### config.mk
export PLATFORM = sky130hd
export DESIGN_NAME = ppio_top
export DESIGN_NICKNAME = d
export VERILOG_FILES = /design/src/common/ppio_pkg.sv /design/src/hw/ppio_top.sv /design/src/hw/ppio_hs_chan.sv
export SDC_FILE = /design/constraint.sdc
export NUM_CORES = 1
export LEC_CHECK = 0
export BUFFER_PORTS_ARGS = -buffer_cell sky130_fd_sc_hd__clkbuf_2
export CORE_ASPECT_RATIO = 1.2
export CORE_UTILIZATION = 40
export CTS_CLUSTER_DIAMETER = 80
export CTS_CLUSTER_SIZE = 16
export DETAILED_ROUTE_END_ITERATION = 16
export SKIP_CTS_REPAIR_TIMING = 1
export SYNTH_ARGS = -nofsm -noshare
export SYNTH_HDL_FRONTEND = slang
export SYNTH_SLANG_ARGS = --single-unit
### constraint.sdc
create_clock -name ref_clk -period 1.97 [get_ports ref_clk]
set_input_delay 0.0985 -clock ref_clk [delete_from_list [all_inputs] [get_ports ref_clk]]
set_output_delay 0.0985 -clock ref_clk [all_outputs]
set_load 0.05 [all_outputs]
### src/common/ppio_pkg.sv
`default_nettype none
package ppio_pkg;
  // ---------------------------------------------------
  // Register map and widths
  // ---------------------------------------------------
  localparam int PORT_W = 8;
  localparam logic [1:0] OFS_PORT_A = 2'h0;
  localparam logic [1:0] OFS_PORT_B = 2'h1;
  localparam logic [1:0] OFS_PORT_C = 2'h2;
  localparam logic [1:0] OFS_CONFIG = 2'h3;
  localparam logic [7:0] BYTE_ZERO = 8'h00;
  localparam logic [7:0] BYTE_ONES = 8'hff;
  // ---------------------------------------------------
  // Configuration word fields
  // ---------------------------------------------------
  localparam int CFG_MODE_SET = 7;
  localparam int BSR_SEL_LSB = 1;
  localparam int BSR_VAL = 0;
  localparam logic [1:0] MODE_SIMPLE = 2'h0;
  localparam logic [1:0] MODE_STROBED = 2'h1;
  typedef struct packed {
    logic [1:0] mode_a;
    logic a_in;
    logic cu_in;
    logic mode_b;
    logic b_in;
    logic cl_in;
  } ppio_cfg_t;
  localparam ppio_cfg_t CFG_RESET = 7'h1b;
  // ---------------------------------------------------
  // Third-port handshake bit positions
  // ---------------------------------------------------
  localparam int C_INTR_B = 0;
  localparam int C_FLAG_B = 1;
  localparam int C_STB_B = 2;
  localparam int C_INTR_A = 3;
  localparam int C_STB_A = 4;
  localparam int C_IBF_A = 5;
  localparam int C_ACK_A = 6;
  localparam int C_OBF_A = 7;
  // Interrupt enable jumper codes
  localparam logic [1:0] IRQ_SEL_NONE = 2'h0;
  localparam logic [1:0] IRQ_SEL_LOW = 2'h1;
  localparam logic [1:0] IRQ_SEL_MID = 2'h2;
  localparam logic [1:0] IRQ_SEL_HIGH = 2'h3;
  // Handshake status of one channel
  typedef struct packed {
    logic ibf;
    logic obf_n;
    logic intr;
  } ppio_hs_t;
  // One-hot mask for a bit number
  function automatic logic [7:0] ppio_bit_mask(input logic [2:0] sel);
    ppio_bit_mask = 8'h01 << sel;
  endfunction
endpackage
`default_nettype wire

### src/hw/ppio_top.sv
`timescale 1ns/100ps
`default_nettype none
module ppio_top import ppio_pkg::*; (
  input wire logic ref_clk,
  input wire logic rstn,
  input wire logic [1:0] reg_addr,
  input wire logic [7:0] reg_wdata,
  input wire logic reg_wr,
  input wire logic reg_rd,
  output logic [7:0] reg_rdata,
  input wire logic [7:0] first_byte_port_in,
  output logic [7:0] first_byte_port_out,
  output logic [7:0] first_byte_port_oe,
  input wire logic [7:0] second_byte_port_in,
  output logic [7:0] second_byte_port_out,
  output logic [7:0] second_byte_port_oe,
  input wire logic [7:0] control_nibble_port_in,
  output logic [7:0] control_nibble_port_out,
  output logic [7:0] control_nibble_port_oe,
  input wire logic [1:0] irq_enable_select_jumper,
  output logic irq
);
  // ---------------------------------------------------
  // Declarations
  // ---------------------------------------------------
  // Configuration, latches and registered outputs
  ppio_cfg_t cfg_reg;
  logic [7:0] out_a_reg;
  logic [7:0] out_b_reg;
  logic [7:0] out_c_reg;
  logic [7:0] rdata_reg;
  logic irq_reg;
  // Bus decode
  logic wr_a;
  logic wr_b;
  logic wr_c;
  logic wr_cfg;
  logic mode_set;
  logic bit_cmd;
  logic rd_a;
  logic rd_b;
  // Group mode and path decode
  logic a_hs;
  logic a_bidir;
  logic b_hs;
  logic a_in_path;
  logic a_out_path;
  logic b_in_path;
  logic b_out_path;
  // Handshake channel results
  logic [7:0] a_in_data;
  logic [7:0] b_in_data;
  ppio_hs_t hs_a;
  ppio_hs_t hs_b;
  // Third-port drive and line levels
  logic [7:0] c_out;
  logic [7:0] c_oe;
  logic [7:0] c_level;
  logic [7:0] rd_mux;
  // Interrupt enables and request lines
  logic irq_line_en;
  logic first_group_irq_enable_bit;
  logic second_group_irq_enable_bit;
  logic group_a_request_line;
  logic group_b_request_line;
  logic irq_enable_choice_low;
  logic irq_enable_choice_mid;
  logic irq_enable_choice_high;

  // ---------------------------------------------------
  // Host bus decode
  // ---------------------------------------------------
  // Strobe qualified by one register offset
  function automatic logic reg_hit(input logic strobe, input logic [1:0] addr,
    input logic [1:0] ofs);
    reg_hit = strobe && (addr == ofs);
  endfunction

  // Four byte registers at consecutive offsets
  assign wr_a = reg_hit(reg_wr, reg_addr, OFS_PORT_A);
  assign wr_b = reg_hit(reg_wr, reg_addr, OFS_PORT_B);
  assign wr_c = reg_hit(reg_wr, reg_addr, OFS_PORT_C);
  assign wr_cfg = reg_hit(reg_wr, reg_addr, OFS_CONFIG);
  // Port reads that acknowledge handshake state
  assign rd_a = reg_hit(reg_rd, reg_addr, OFS_PORT_A);
  assign rd_b = reg_hit(reg_rd, reg_addr, OFS_PORT_B);
  // Config MSB splits mode words from bit commands
  assign mode_set = wr_cfg & reg_wdata[CFG_MODE_SET];
  assign bit_cmd = wr_cfg & ~reg_wdata[CFG_MODE_SET];

  // ---------------------------------------------------
  // Configuration word
  // ---------------------------------------------------
  // Mode word loads both group settings at once
  always_ff @(posedge ref_clk) begin
    if (!rstn) begin
      cfg_reg <= CFG_RESET;
    end else if (mode_set) begin
      cfg_reg <= reg_wdata[CFG_MODE_SET-1:0];
    end
  end

  // Group mode decode
  assign a_hs = (cfg_reg.mode_a != MODE_SIMPLE);
  assign a_bidir = cfg_reg.mode_a[1];
  assign b_hs = cfg_reg.mode_b;
  // Group A and B handshake paths; A bidirectional uses both
  assign a_in_path = a_hs & (a_bidir | cfg_reg.a_in);
  assign a_out_path = a_hs & (a_bidir | ~cfg_reg.a_in);
  assign b_in_path = b_hs & cfg_reg.b_in;
  assign b_out_path = b_hs & ~cfg_reg.b_in;

  // ---------------------------------------------------
  // Output latches
  // ---------------------------------------------------
  // First port latch, cleared by a new mode word
  always_ff @(posedge ref_clk) begin
    if (!rstn || mode_set) begin
      out_a_reg <= BYTE_ZERO;
    end else if (wr_a) begin
      out_a_reg <= reg_wdata;
    end
  end

  // Second port latch
  always_ff @(posedge ref_clk) begin
    if (!rstn || mode_set) begin
      out_b_reg <= BYTE_ZERO;
    end else if (wr_b) begin
      out_b_reg <= reg_wdata;
    end
  end

  // Third port latch, byte write or single-bit command
  always_ff @(posedge ref_clk) begin
    if (!rstn || mode_set) begin
      out_c_reg <= BYTE_ZERO;
    end else if (wr_c) begin
      out_c_reg <= reg_wdata;
    end else if (bit_cmd) begin
      if (reg_wdata[BSR_VAL]) begin
        out_c_reg <= out_c_reg | ppio_bit_mask(reg_wdata[BSR_SEL_LSB +: 3]);
      end else begin
        out_c_reg <= out_c_reg & ~ppio_bit_mask(reg_wdata[BSR_SEL_LSB +: 3]);
      end
    end
  end

  // ---------------------------------------------------
  // Handshake channels
  // ---------------------------------------------------
  // Group A: strobe on bit four, ack on bit six
  ppio_hs_chan #(
    .W(PORT_W)
  ) u_hs_a (
    .ref_clk(ref_clk),
    .rstn(rstn),
    .clear(mode_set),
    .in_en(a_in_path),
    .out_en(a_out_path),
    .stb_n(control_nibble_port_in[C_STB_A]),
    .ack_n(control_nibble_port_in[C_ACK_A]),
    .pins_in(first_byte_port_in),
    .host_rd(rd_a),
    .host_wr(wr_a),
    .inte_in(out_c_reg[C_STB_A]),
    .inte_out(out_c_reg[C_ACK_A]),
    .in_data(a_in_data),
    .hs(hs_a)
  );

  // Group B: one line serves as strobe or ack
  ppio_hs_chan #(
    .W(PORT_W)
  ) u_hs_b (
    .ref_clk(ref_clk),
    .rstn(rstn),
    .clear(mode_set),
    .in_en(b_in_path),
    .out_en(b_out_path),
    .stb_n(control_nibble_port_in[C_STB_B]),
    .ack_n(control_nibble_port_in[C_STB_B]),
    .pins_in(second_byte_port_in),
    .host_rd(rd_b),
    .host_wr(wr_b),
    .inte_in(out_c_reg[C_STB_B]),
    .inte_out(out_c_reg[C_STB_B]),
    .in_data(b_in_data),
    .hs(hs_b)
  );

  // ---------------------------------------------------
  // Byte port drivers
  // ---------------------------------------------------
  // Bidirectional port drives only while ack is low
  always_comb begin
    // Latch always offered; only the enable changes
    first_byte_port_out = out_a_reg;
    if (a_bidir) begin
      first_byte_port_oe = {8{~control_nibble_port_in[C_ACK_A]}};
    end else if (cfg_reg.a_in) begin
      first_byte_port_oe = BYTE_ZERO;
    end else begin
      first_byte_port_oe = BYTE_ONES;
    end
  end

  // Second port follows its direction bit
  assign second_byte_port_out = out_b_reg;
  assign second_byte_port_oe = cfg_reg.b_in ? BYTE_ZERO : BYTE_ONES;

  // ---------------------------------------------------
  // Third port drivers
  // ---------------------------------------------------
  // Nibble directions, then handshake lines take over
  always_comb begin
    c_out = out_c_reg;
    c_oe = {{4{~cfg_reg.cu_in}}, {4{~cfg_reg.cl_in}}};
    // Group B: request and flag out, strobe or ack in
    if (b_hs) begin
      c_out[C_INTR_B] = hs_b.intr;
      c_oe[C_INTR_B] = 1'b1;
      c_out[C_FLAG_B] = cfg_reg.b_in ? hs_b.ibf : hs_b.obf_n;
      c_oe[C_FLAG_B] = 1'b1;
      c_oe[C_STB_B] = 1'b0;
    end
    // Group A: request out, then lines of each path
    if (a_hs) begin
      c_out[C_INTR_A] = hs_a.intr;
      c_oe[C_INTR_A] = 1'b1;
      // Input side: full flag out, strobe in
      if (a_in_path) begin
        c_out[C_IBF_A] = hs_a.ibf;
        c_oe[C_IBF_A] = 1'b1;
        c_oe[C_STB_A] = 1'b0;
      end
      // Output side: full flag out, ack in
      if (a_out_path) begin
        c_out[C_OBF_A] = hs_a.obf_n;
        c_oe[C_OBF_A] = 1'b1;
        c_oe[C_ACK_A] = 1'b0;
      end
    end
  end

  // Drive values and enables to the pins
  assign control_nibble_port_out = c_out;
  assign control_nibble_port_oe = c_oe;

  // Line level: own drive where enabled, else the pin
  for (genvar i = 0; i < PORT_W; i++) begin : g_c_level
    assign c_level[i] = c_oe[i] ? c_out[i] : control_nibble_port_in[i];
  end

  // ---------------------------------------------------
  // Read path
  // ---------------------------------------------------
  // Port read source by mode and direction
  always_comb begin
    case (reg_addr)
      OFS_PORT_A: begin
        if (a_in_path) begin
          rd_mux = a_in_data;
        end else if (cfg_reg.a_in && !a_hs) begin
          rd_mux = first_byte_port_in;
        end else begin
          rd_mux = out_a_reg;
        end
      end
      OFS_PORT_B: begin
        if (b_in_path) begin
          rd_mux = b_in_data;
        end else if (cfg_reg.b_in) begin
          rd_mux = second_byte_port_in;
        end else begin
          rd_mux = out_b_reg;
        end
      end
      // Each third-port line as driven or as seen
      OFS_PORT_C: begin
        rd_mux = c_level;
      end
      default: begin
        rd_mux = BYTE_ZERO;
      end
    endcase
  end

  // Read data stands one cycle after the strobe
  always_ff @(posedge ref_clk) begin
    if (!rstn) begin
      rdata_reg <= BYTE_ZERO;
    end else if (reg_rd) begin
      rdata_reg <= rd_mux;
    end else begin
      rdata_reg <= BYTE_ZERO;
    end
  end

  // Registered read data to the bus
  assign reg_rdata = rdata_reg;

  // ---------------------------------------------------
  // Interrupt request
  // ---------------------------------------------------
  // Candidate enable lines as seen on the wires
  assign irq_enable_choice_low = c_level[C_STB_B];
  assign irq_enable_choice_mid = c_level[C_STB_A];
  assign irq_enable_choice_high = c_level[C_ACK_A];

  // Jumper picks the active-low enable line
  always_comb begin
    case (irq_enable_select_jumper)
      IRQ_SEL_LOW: irq_line_en = ~irq_enable_choice_low;
      IRQ_SEL_MID: irq_line_en = ~irq_enable_choice_mid;
      IRQ_SEL_HIGH: irq_line_en = ~irq_enable_choice_high;
      default: irq_line_en = 1'b0;
    endcase
  end

  // Software request enables held in third-port latch
  assign first_group_irq_enable_bit = (a_in_path & out_c_reg[C_STB_A])
    | (a_out_path & out_c_reg[C_ACK_A]);
  assign second_group_irq_enable_bit = b_hs & out_c_reg[C_STB_B];

  // Request levels as seen on the wires
  assign group_a_request_line = c_level[C_INTR_A];
  assign group_b_request_line = c_level[C_INTR_B];

  // Request raised by a high request line
  always_ff @(posedge ref_clk) begin
    if (!rstn) begin
      irq_reg <= 1'b0;
    end else begin
      irq_reg <= irq_line_en
        & ((first_group_irq_enable_bit & group_a_request_line)
        | (second_group_irq_enable_bit & group_b_request_line));
    end
  end

  // Registered request to the host
  assign irq = irq_reg;
endmodule
`default_nettype wire

### src/hw/ppio_hs_chan.sv
`timescale 1ns/100ps
`default_nettype none
module ppio_hs_chan import ppio_pkg::*; #(
  parameter int W = PORT_W
) (
  input wire logic ref_clk,
  input wire logic rstn,
  input wire logic clear,
  input wire logic in_en,
  input wire logic out_en,
  input wire logic stb_n,
  input wire logic ack_n,
  input wire logic [W-1:0] pins_in,
  input wire logic host_rd,
  input wire logic host_wr,
  input wire logic inte_in,
  input wire logic inte_out,
  output logic [W-1:0] in_data,
  output ppio_hs_t hs
);
  // ---------------------------------------------------
  // Checks and edge detection
  // ---------------------------------------------------
  if (W != PORT_W) begin : g_bad_width
    $error("handshake channel width must equal port width");
  end
  logic stb_prev_reg;
  logic ack_prev_reg;
  logic [W-1:0] in_data_reg;
  logic ibf_reg;
  logic obf_n_reg;
  logic intr_in_reg;
  logic intr_out_reg;
  logic stb_fall;
  logic stb_rise;
  logic ack_fall;
  logic ack_rise;
  assign stb_fall = in_en & stb_prev_reg & ~stb_n;
  assign stb_rise = in_en & ~stb_prev_reg & stb_n;
  assign ack_fall = out_en & ack_prev_reg & ~ack_n;
  assign ack_rise = out_en & ~ack_prev_reg & ack_n;
  // Previous strobe levels
  always_ff @(posedge ref_clk) begin
    if (!rstn) begin
      stb_prev_reg <= 1'b1;
      ack_prev_reg <= 1'b1;
    end else begin
      stb_prev_reg <= stb_n;
      ack_prev_reg <= ack_n;
    end
  end
  // ---------------------------------------------------
  // Input path
  // ---------------------------------------------------
  // Data captured at strobe fall
  always_ff @(posedge ref_clk) begin
    if (!rstn || clear) begin
      in_data_reg <= '0;
    end else if (stb_fall) begin
      in_data_reg <= pins_in;
    end
  end
  // Buffer full: strobe sets, host read clears
  always_ff @(posedge ref_clk) begin
    if (!rstn || clear || !in_en) begin
      ibf_reg <= 1'b0;
    end else if (stb_fall) begin
      ibf_reg <= 1'b1;
    end else if (host_rd) begin
      ibf_reg <= 1'b0;
    end
  end
  // Input request at strobe end while full
  always_ff @(posedge ref_clk) begin
    if (!rstn || clear || !inte_in || !in_en) begin
      intr_in_reg <= 1'b0;
    end else if (stb_rise && ibf_reg) begin
      intr_in_reg <= 1'b1;
    end else if (host_rd) begin
      intr_in_reg <= 1'b0;
    end
  end
  // ---------------------------------------------------
  // Output path
  // ---------------------------------------------------
  // Output full (low active): host write sets, ack clears
  always_ff @(posedge ref_clk) begin
    if (!rstn || clear || !out_en) begin
      obf_n_reg <= 1'b1;
    end else if (host_wr) begin
      obf_n_reg <= 1'b0;
    end else if (ack_fall) begin
      obf_n_reg <= 1'b1;
    end
  end
  // Output request at ack end once emptied
  always_ff @(posedge ref_clk) begin
    if (!rstn || clear || !inte_out || !out_en) begin
      intr_out_reg <= 1'b0;
    end else if (ack_rise && obf_n_reg) begin
      intr_out_reg <= 1'b1;
    end else if (host_wr) begin
      intr_out_reg <= 1'b0;
    end
  end
  assign in_data = in_data_reg;
  assign hs.ibf = ibf_reg;
  assign hs.obf_n = obf_n_reg;
  assign hs.intr = intr_in_reg | intr_out_reg;
endmodule
`default_nettype wire

Word level (Yosys, flattened, before mapping). Index checks and enable logic that the tools add are counted.

Bits in registers: 67. Bits of input ports: 40. Output and inout bits: 57. Logic and storage cells: 171.

Eq/ne operators: 6. Shifts and indexed selects: 1. Mux-type cells: 45. Bitwise operators: 51. Reductions and logical operators: 44.

Operator list (count): 2-to-1 mux 8 bit (10); bitwise AND 1 bit (28); 2-to-1 mux 1 bit (28); case mux 8 bit (3 select lines) (1); nonzero test 2 bit (10); NOT 1 bit (14); logical OR 1 bit (12); logical AND 1 bit (11); zero test 1 bit (9); bitwise AND 8 bit (1); equality test 2 bit (second input constant) (4); NOT 8 bit (1); OR 8 bit (1); << shifter 1 x 3 -> 8 bit (first input constant) (1); 2-to-1 mux 2 bit (3); OR 1 bit (6); 2-to-1 mux 5 bit (1); equality test 2 x 1 -> 1 bit (second input constant) (2); 2-to-1 mux 3 bit (1); case mux 1 bit (3 select lines) (1); zero test 2 bit (1); AND reduction 2 bit (1).

Depth between registers and ports, before layout.
Depth in word-level cells: 9. Mapped depth: 7.

By module. From an unflattened synthesis, not the netlist that was laid out.

Cell total of the unflattened synthesis: 445. Area, all modules: 3689.8 µm².

By module, submodules not included: ppio_top (instances 1, cells an instance 319, area each 2538.7 µm², seq. area each 800.8 µm²); ppio_hs_chan (instances 2, cells an instance 63, area each 575.6 µm², seq. area each 280.3 µm²).

Worst setup path before layout. Ideal clock, no wire load.

Path kind: register -> output. From: register cfg_reg (netlist bit a_bidir). To: output first_byte_port_oe[1]. Arrival: 2.517 ns. Data required time: 1.871 ns. Path slack: -0.646 ns. Stages on the path, launching flop included: 5. Cells stage by stage: dfxtp_1 buf_6 clkbuf_1 a21boi_0 buf_4.

Word-level cells in the longest chain between the ends: 1.

Ends and longest elaborated chain: from (decl) (line ppio_top.sv:27) `ppio_cfg_t cfg_reg;`; from (signal assigned) (line ppio_top.sv:99) `cfg_reg <= reg_wdata[CFG_MODE_SET-1:0];`; 2-to-1 mux 8 bit (line ppio_top.sv:199) `if (a_bidir) begin`; to (decl) (line ppio_top.sv:13) `output logic [7:0] first_byte_port_oe,`.

Every way passes these cells.

Final worst setup path.
From: register cfg_reg[4] in the netlist's numbering. To: output control_nibble_port_out[5].

Word-level cells in the longest chain between the ends: 4.

Ends and longest elaborated chain: OR 1 bit (line ppio_top.sv:108) `assign a_in_path = a_hs & (a_bidir | cfg_reg.a_in);`; bitwise AND 1 bit (line ppio_top.sv:108); 2-to-1 mux 1 bit (line ppio_top.sv:232) `if (a_in_path) begin`; 2-to-1 mux 1 bit (line ppio_top.sv:228) `if (a_hs) begin`; to (decl) (line ppio_top.sv:18) `output logic [7:0] control_nibble_port_out,`.

Every way passes these cells.

==> results.sh <==
export IMPL_run_status="complete, but fails checks"
export IMPL_violations="negative hold slack"
export IMPL_area_growth_pct=20.8
export IMPL_clkTransAtPathRegs_ns=0.08
export IMPL_max_slew_margin=0.562
export IMPL_fillers=879
export IMPL_routabilityCongestion=0.845
export IMPL_die_area_um2=9240
export IMPL_hold_class="in2reg"
export IMPL_htreeDepth=3
export IMPL_ys_warn_count=0
export IMPL_drt_iter0_drc=189
export IMPL_routedWlPerCell_um=16.5
export IMPL_fin_crit_ns=1.88
export IMPL_grt_max_degree=26
export IMPL_synthCells=438
export IMPL_fin_tns_setup_ns=0
export IMPL_power_density_nw_per_um2=773
export IMPL_worstSetupStartpointType="flip-flop"
export IMPL_synth_top_cells_by_count="nand2_1 (77), dfxtp_1 (67), a21oi_1 (40)"
export IMPL_setup_viol=0
export IMPL_tightestPinTransition_ns=0.656
export IMPL_io_pins=97
export IMPL_rows=37
export IMPL_drc=0
export IMPL_dp_cells=612
export IMPL_cts_buffer_depth=2
export IMPL_firstDrtPassIters=4
export IMPL_synth_edf_count=0
export IMPL_viasPerCell=5.30
export IMPL_cts_root_buf="clkbuf_8"
export IMPL_grt_ovfl_total=0
export IMPL_final_util=0.500
export IMPL_combinationalPowerShare=0.175
export IMPL_start_util=0.414
export IMPL_p_seq_frac=0.430
export IMPL_p_sw_frac=0.299
export IMPL_path_max_fanout=20
export IMPL_fp_dieW_um=87.9
export IMPL_portBuffers=96
export IMPL_syn_cell_area_um2=3540
export IMPL_via_count=3370
export IMPL_hold_ws_ns=-0.0110
export IMPL_cp_end_kind="primary output"
export IMPL_wirelength_mm=10.5
export IMPL_yosys_area_top_type="dfxtp_1"
export IMPL_synth_nets=478
export IMPL_finClkSkew_ns=0.0136
export IMPL_finalHoldViolations=1
export IMPL_track_usage=0.236
export IMPL_p_sw_mw=0.990
export IMPL_total_power_mw=3.31
export IMPL_clk_latency_ns=0.36
export IMPL_ant_nets=0
export IMPL_antenna_found_initial=0
export IMPL_intPower_mw=2.32
export IMPL_synthArstFlopShare=0
export IMPL_ys_types=56
export IMPL_ys_seq_area_frac=0.379
export IMPL_cp_arrival_ns=1.79
export IMPL_p_leak_nw=1.84
export IMPL_cts_tree="yes"
export IMPL_vdd_drop_max_mv=0.363
export IMPL_antennaDiodeCount=0
export IMPL_fin_crit_sh=0.956
export IMPL_synth_seq_cells=67
export IMPL_required_ns=1.87
export IMPL_max_freq_mhz=531
export IMPL_final_nets=554
export IMPL_cts_sink_count=67
export IMPL_syn_area_per_cell_um2=8.09
export IMPL_coreArea_um2=8560
export IMPL_synth_top_area_share=0.379
export IMPL_die_h_um=105
export IMPL_drive_gt1_frac=0.281
export IMPL_p_clk_frac=0.395
export IMPL_finalMaxSlewViolations=0
export IMPL_dpl_worst_slack_ns=0.242
export IMPL_final_cells=636
export IMPL_layout_setup_ws_ns=0.0861
export IMPL_grt_pass1_wl_mm=16.3
export IMPL_synth_area_leaders="dfxtp_1 (38%), nand2_1 (8.2%), mux2i_1 (7.9%), a21oi_1 (5.7%), buf_4 (4.2%)"
export IMPL_grt_pass1_vias=3114
export IMPL_crit_type="reg2out"
export IMPL_ys_flop_type="dfxtp_1"
export IMPL_rsz0062_at_grt="false"
export IMPL_place_hpwl_mm=7.77
export IMPL_max_cap_viol_count=0
export IMPL_cts_buffers=9
export IMPL_yosysMostFrequentCell="nand2_1"
[stage by stage]
step,cell area [um^2],hold slack [ns]
finish,4280,-0.0110
global route,4280,0.00887
CTS,4200,-0.0259
detailed placement,3970,0.341
global placement,3970,0.337
floorplan,3550,0.200
[path summary, 6_finish.rpt]
kind / startpoint / to / slack (ns) / cells after the start
max: cfg_reg[4] / control_nibble_port_out[5] / 0.09 / 4
min: second_byte_port_in[6] / u_hs_b.in_data[6] / -0.01 / 3
max reg2reg: cfg_reg[3] / reg_rdata[7] / 0.23 / 3
min reg2reg: u_hs_b.in_data[0] / u_hs_b.in_data[0] / 0.46 / 2
[cell usage in the layout, fill, tap and decap left out, types with 4 or more instances in the layout]
cell	Yosys	layout
nand2_1	77	77
inv_1	4	4
nor2b_1	6	6
clkbuf_2	0	89
dfxtp_1	67	65
clkbuf_8	0	10
o211ai_1	8	8
mux2i_1	28	28
a21oi_1	40	40
nand3_1	19	19
nand2b_1	6	6
o21ai_0	14	13
buf_2	13	7
dlygate4sd3_1	0	8
nor3_1	11	11
buf_4	20	14
nor2_1	34	34
a31oi_1	6	6
[power groups by stage]
| stage | logic, mW | clock network (mW) | registers (mW) |
|---|---|---|---|
| final | 0.580 | 1.31 | 1.42 |
| after global routing | 0.621 | 1.39 | 1.43 |
| after CTS | 0.568 | 1.32 | 1.42 |
| after detailed placement | 0.566 | 0 | 1.45 |
| after global placement | 0.564 | 0 | 1.45 |
| after floorplan | 0.368 | 0 | 1.49 |
[per-layer routing]
metal  vias up  track usage  wire length [um]
met5         -            0                 0
met4         0       0.0972               249
met3        18       0.0419               590
met2       118        0.381              5080
met1      1555        0.305              4550
li1       1679            -                 -
[area by class of cell]
cell class                      count  area [um^2]  area share
Multi-Input combinational cell    314         1880       0.440
Sequential cell                    67         1340       0.314
Timing Repair Buffer              118          666       0.156
Tap cell                          117          146      0.0342
Clock buffer                       11          141      0.0330
Clock inverter                      5         86.3      0.0202
Inverter                            4         15.0     0.00351
[logic make-up after synthesis]
group | Yosys count | share of synthesized area
flops | 67 | 0.379
simple gates | 179 | 0.246
compound gates | 103 | 0.190
mux | 32 | 0.0929
buf+inv | 57 | 0.0925
[critical path: stages (launching register included)]
cell      delay (ns)
dfxtp_1         0.41
a21oi_1         0.19
buf_4           0.24
mux2_2          0.36
clkbuf_2        0.24
Power figures use the tool's default switching activity.
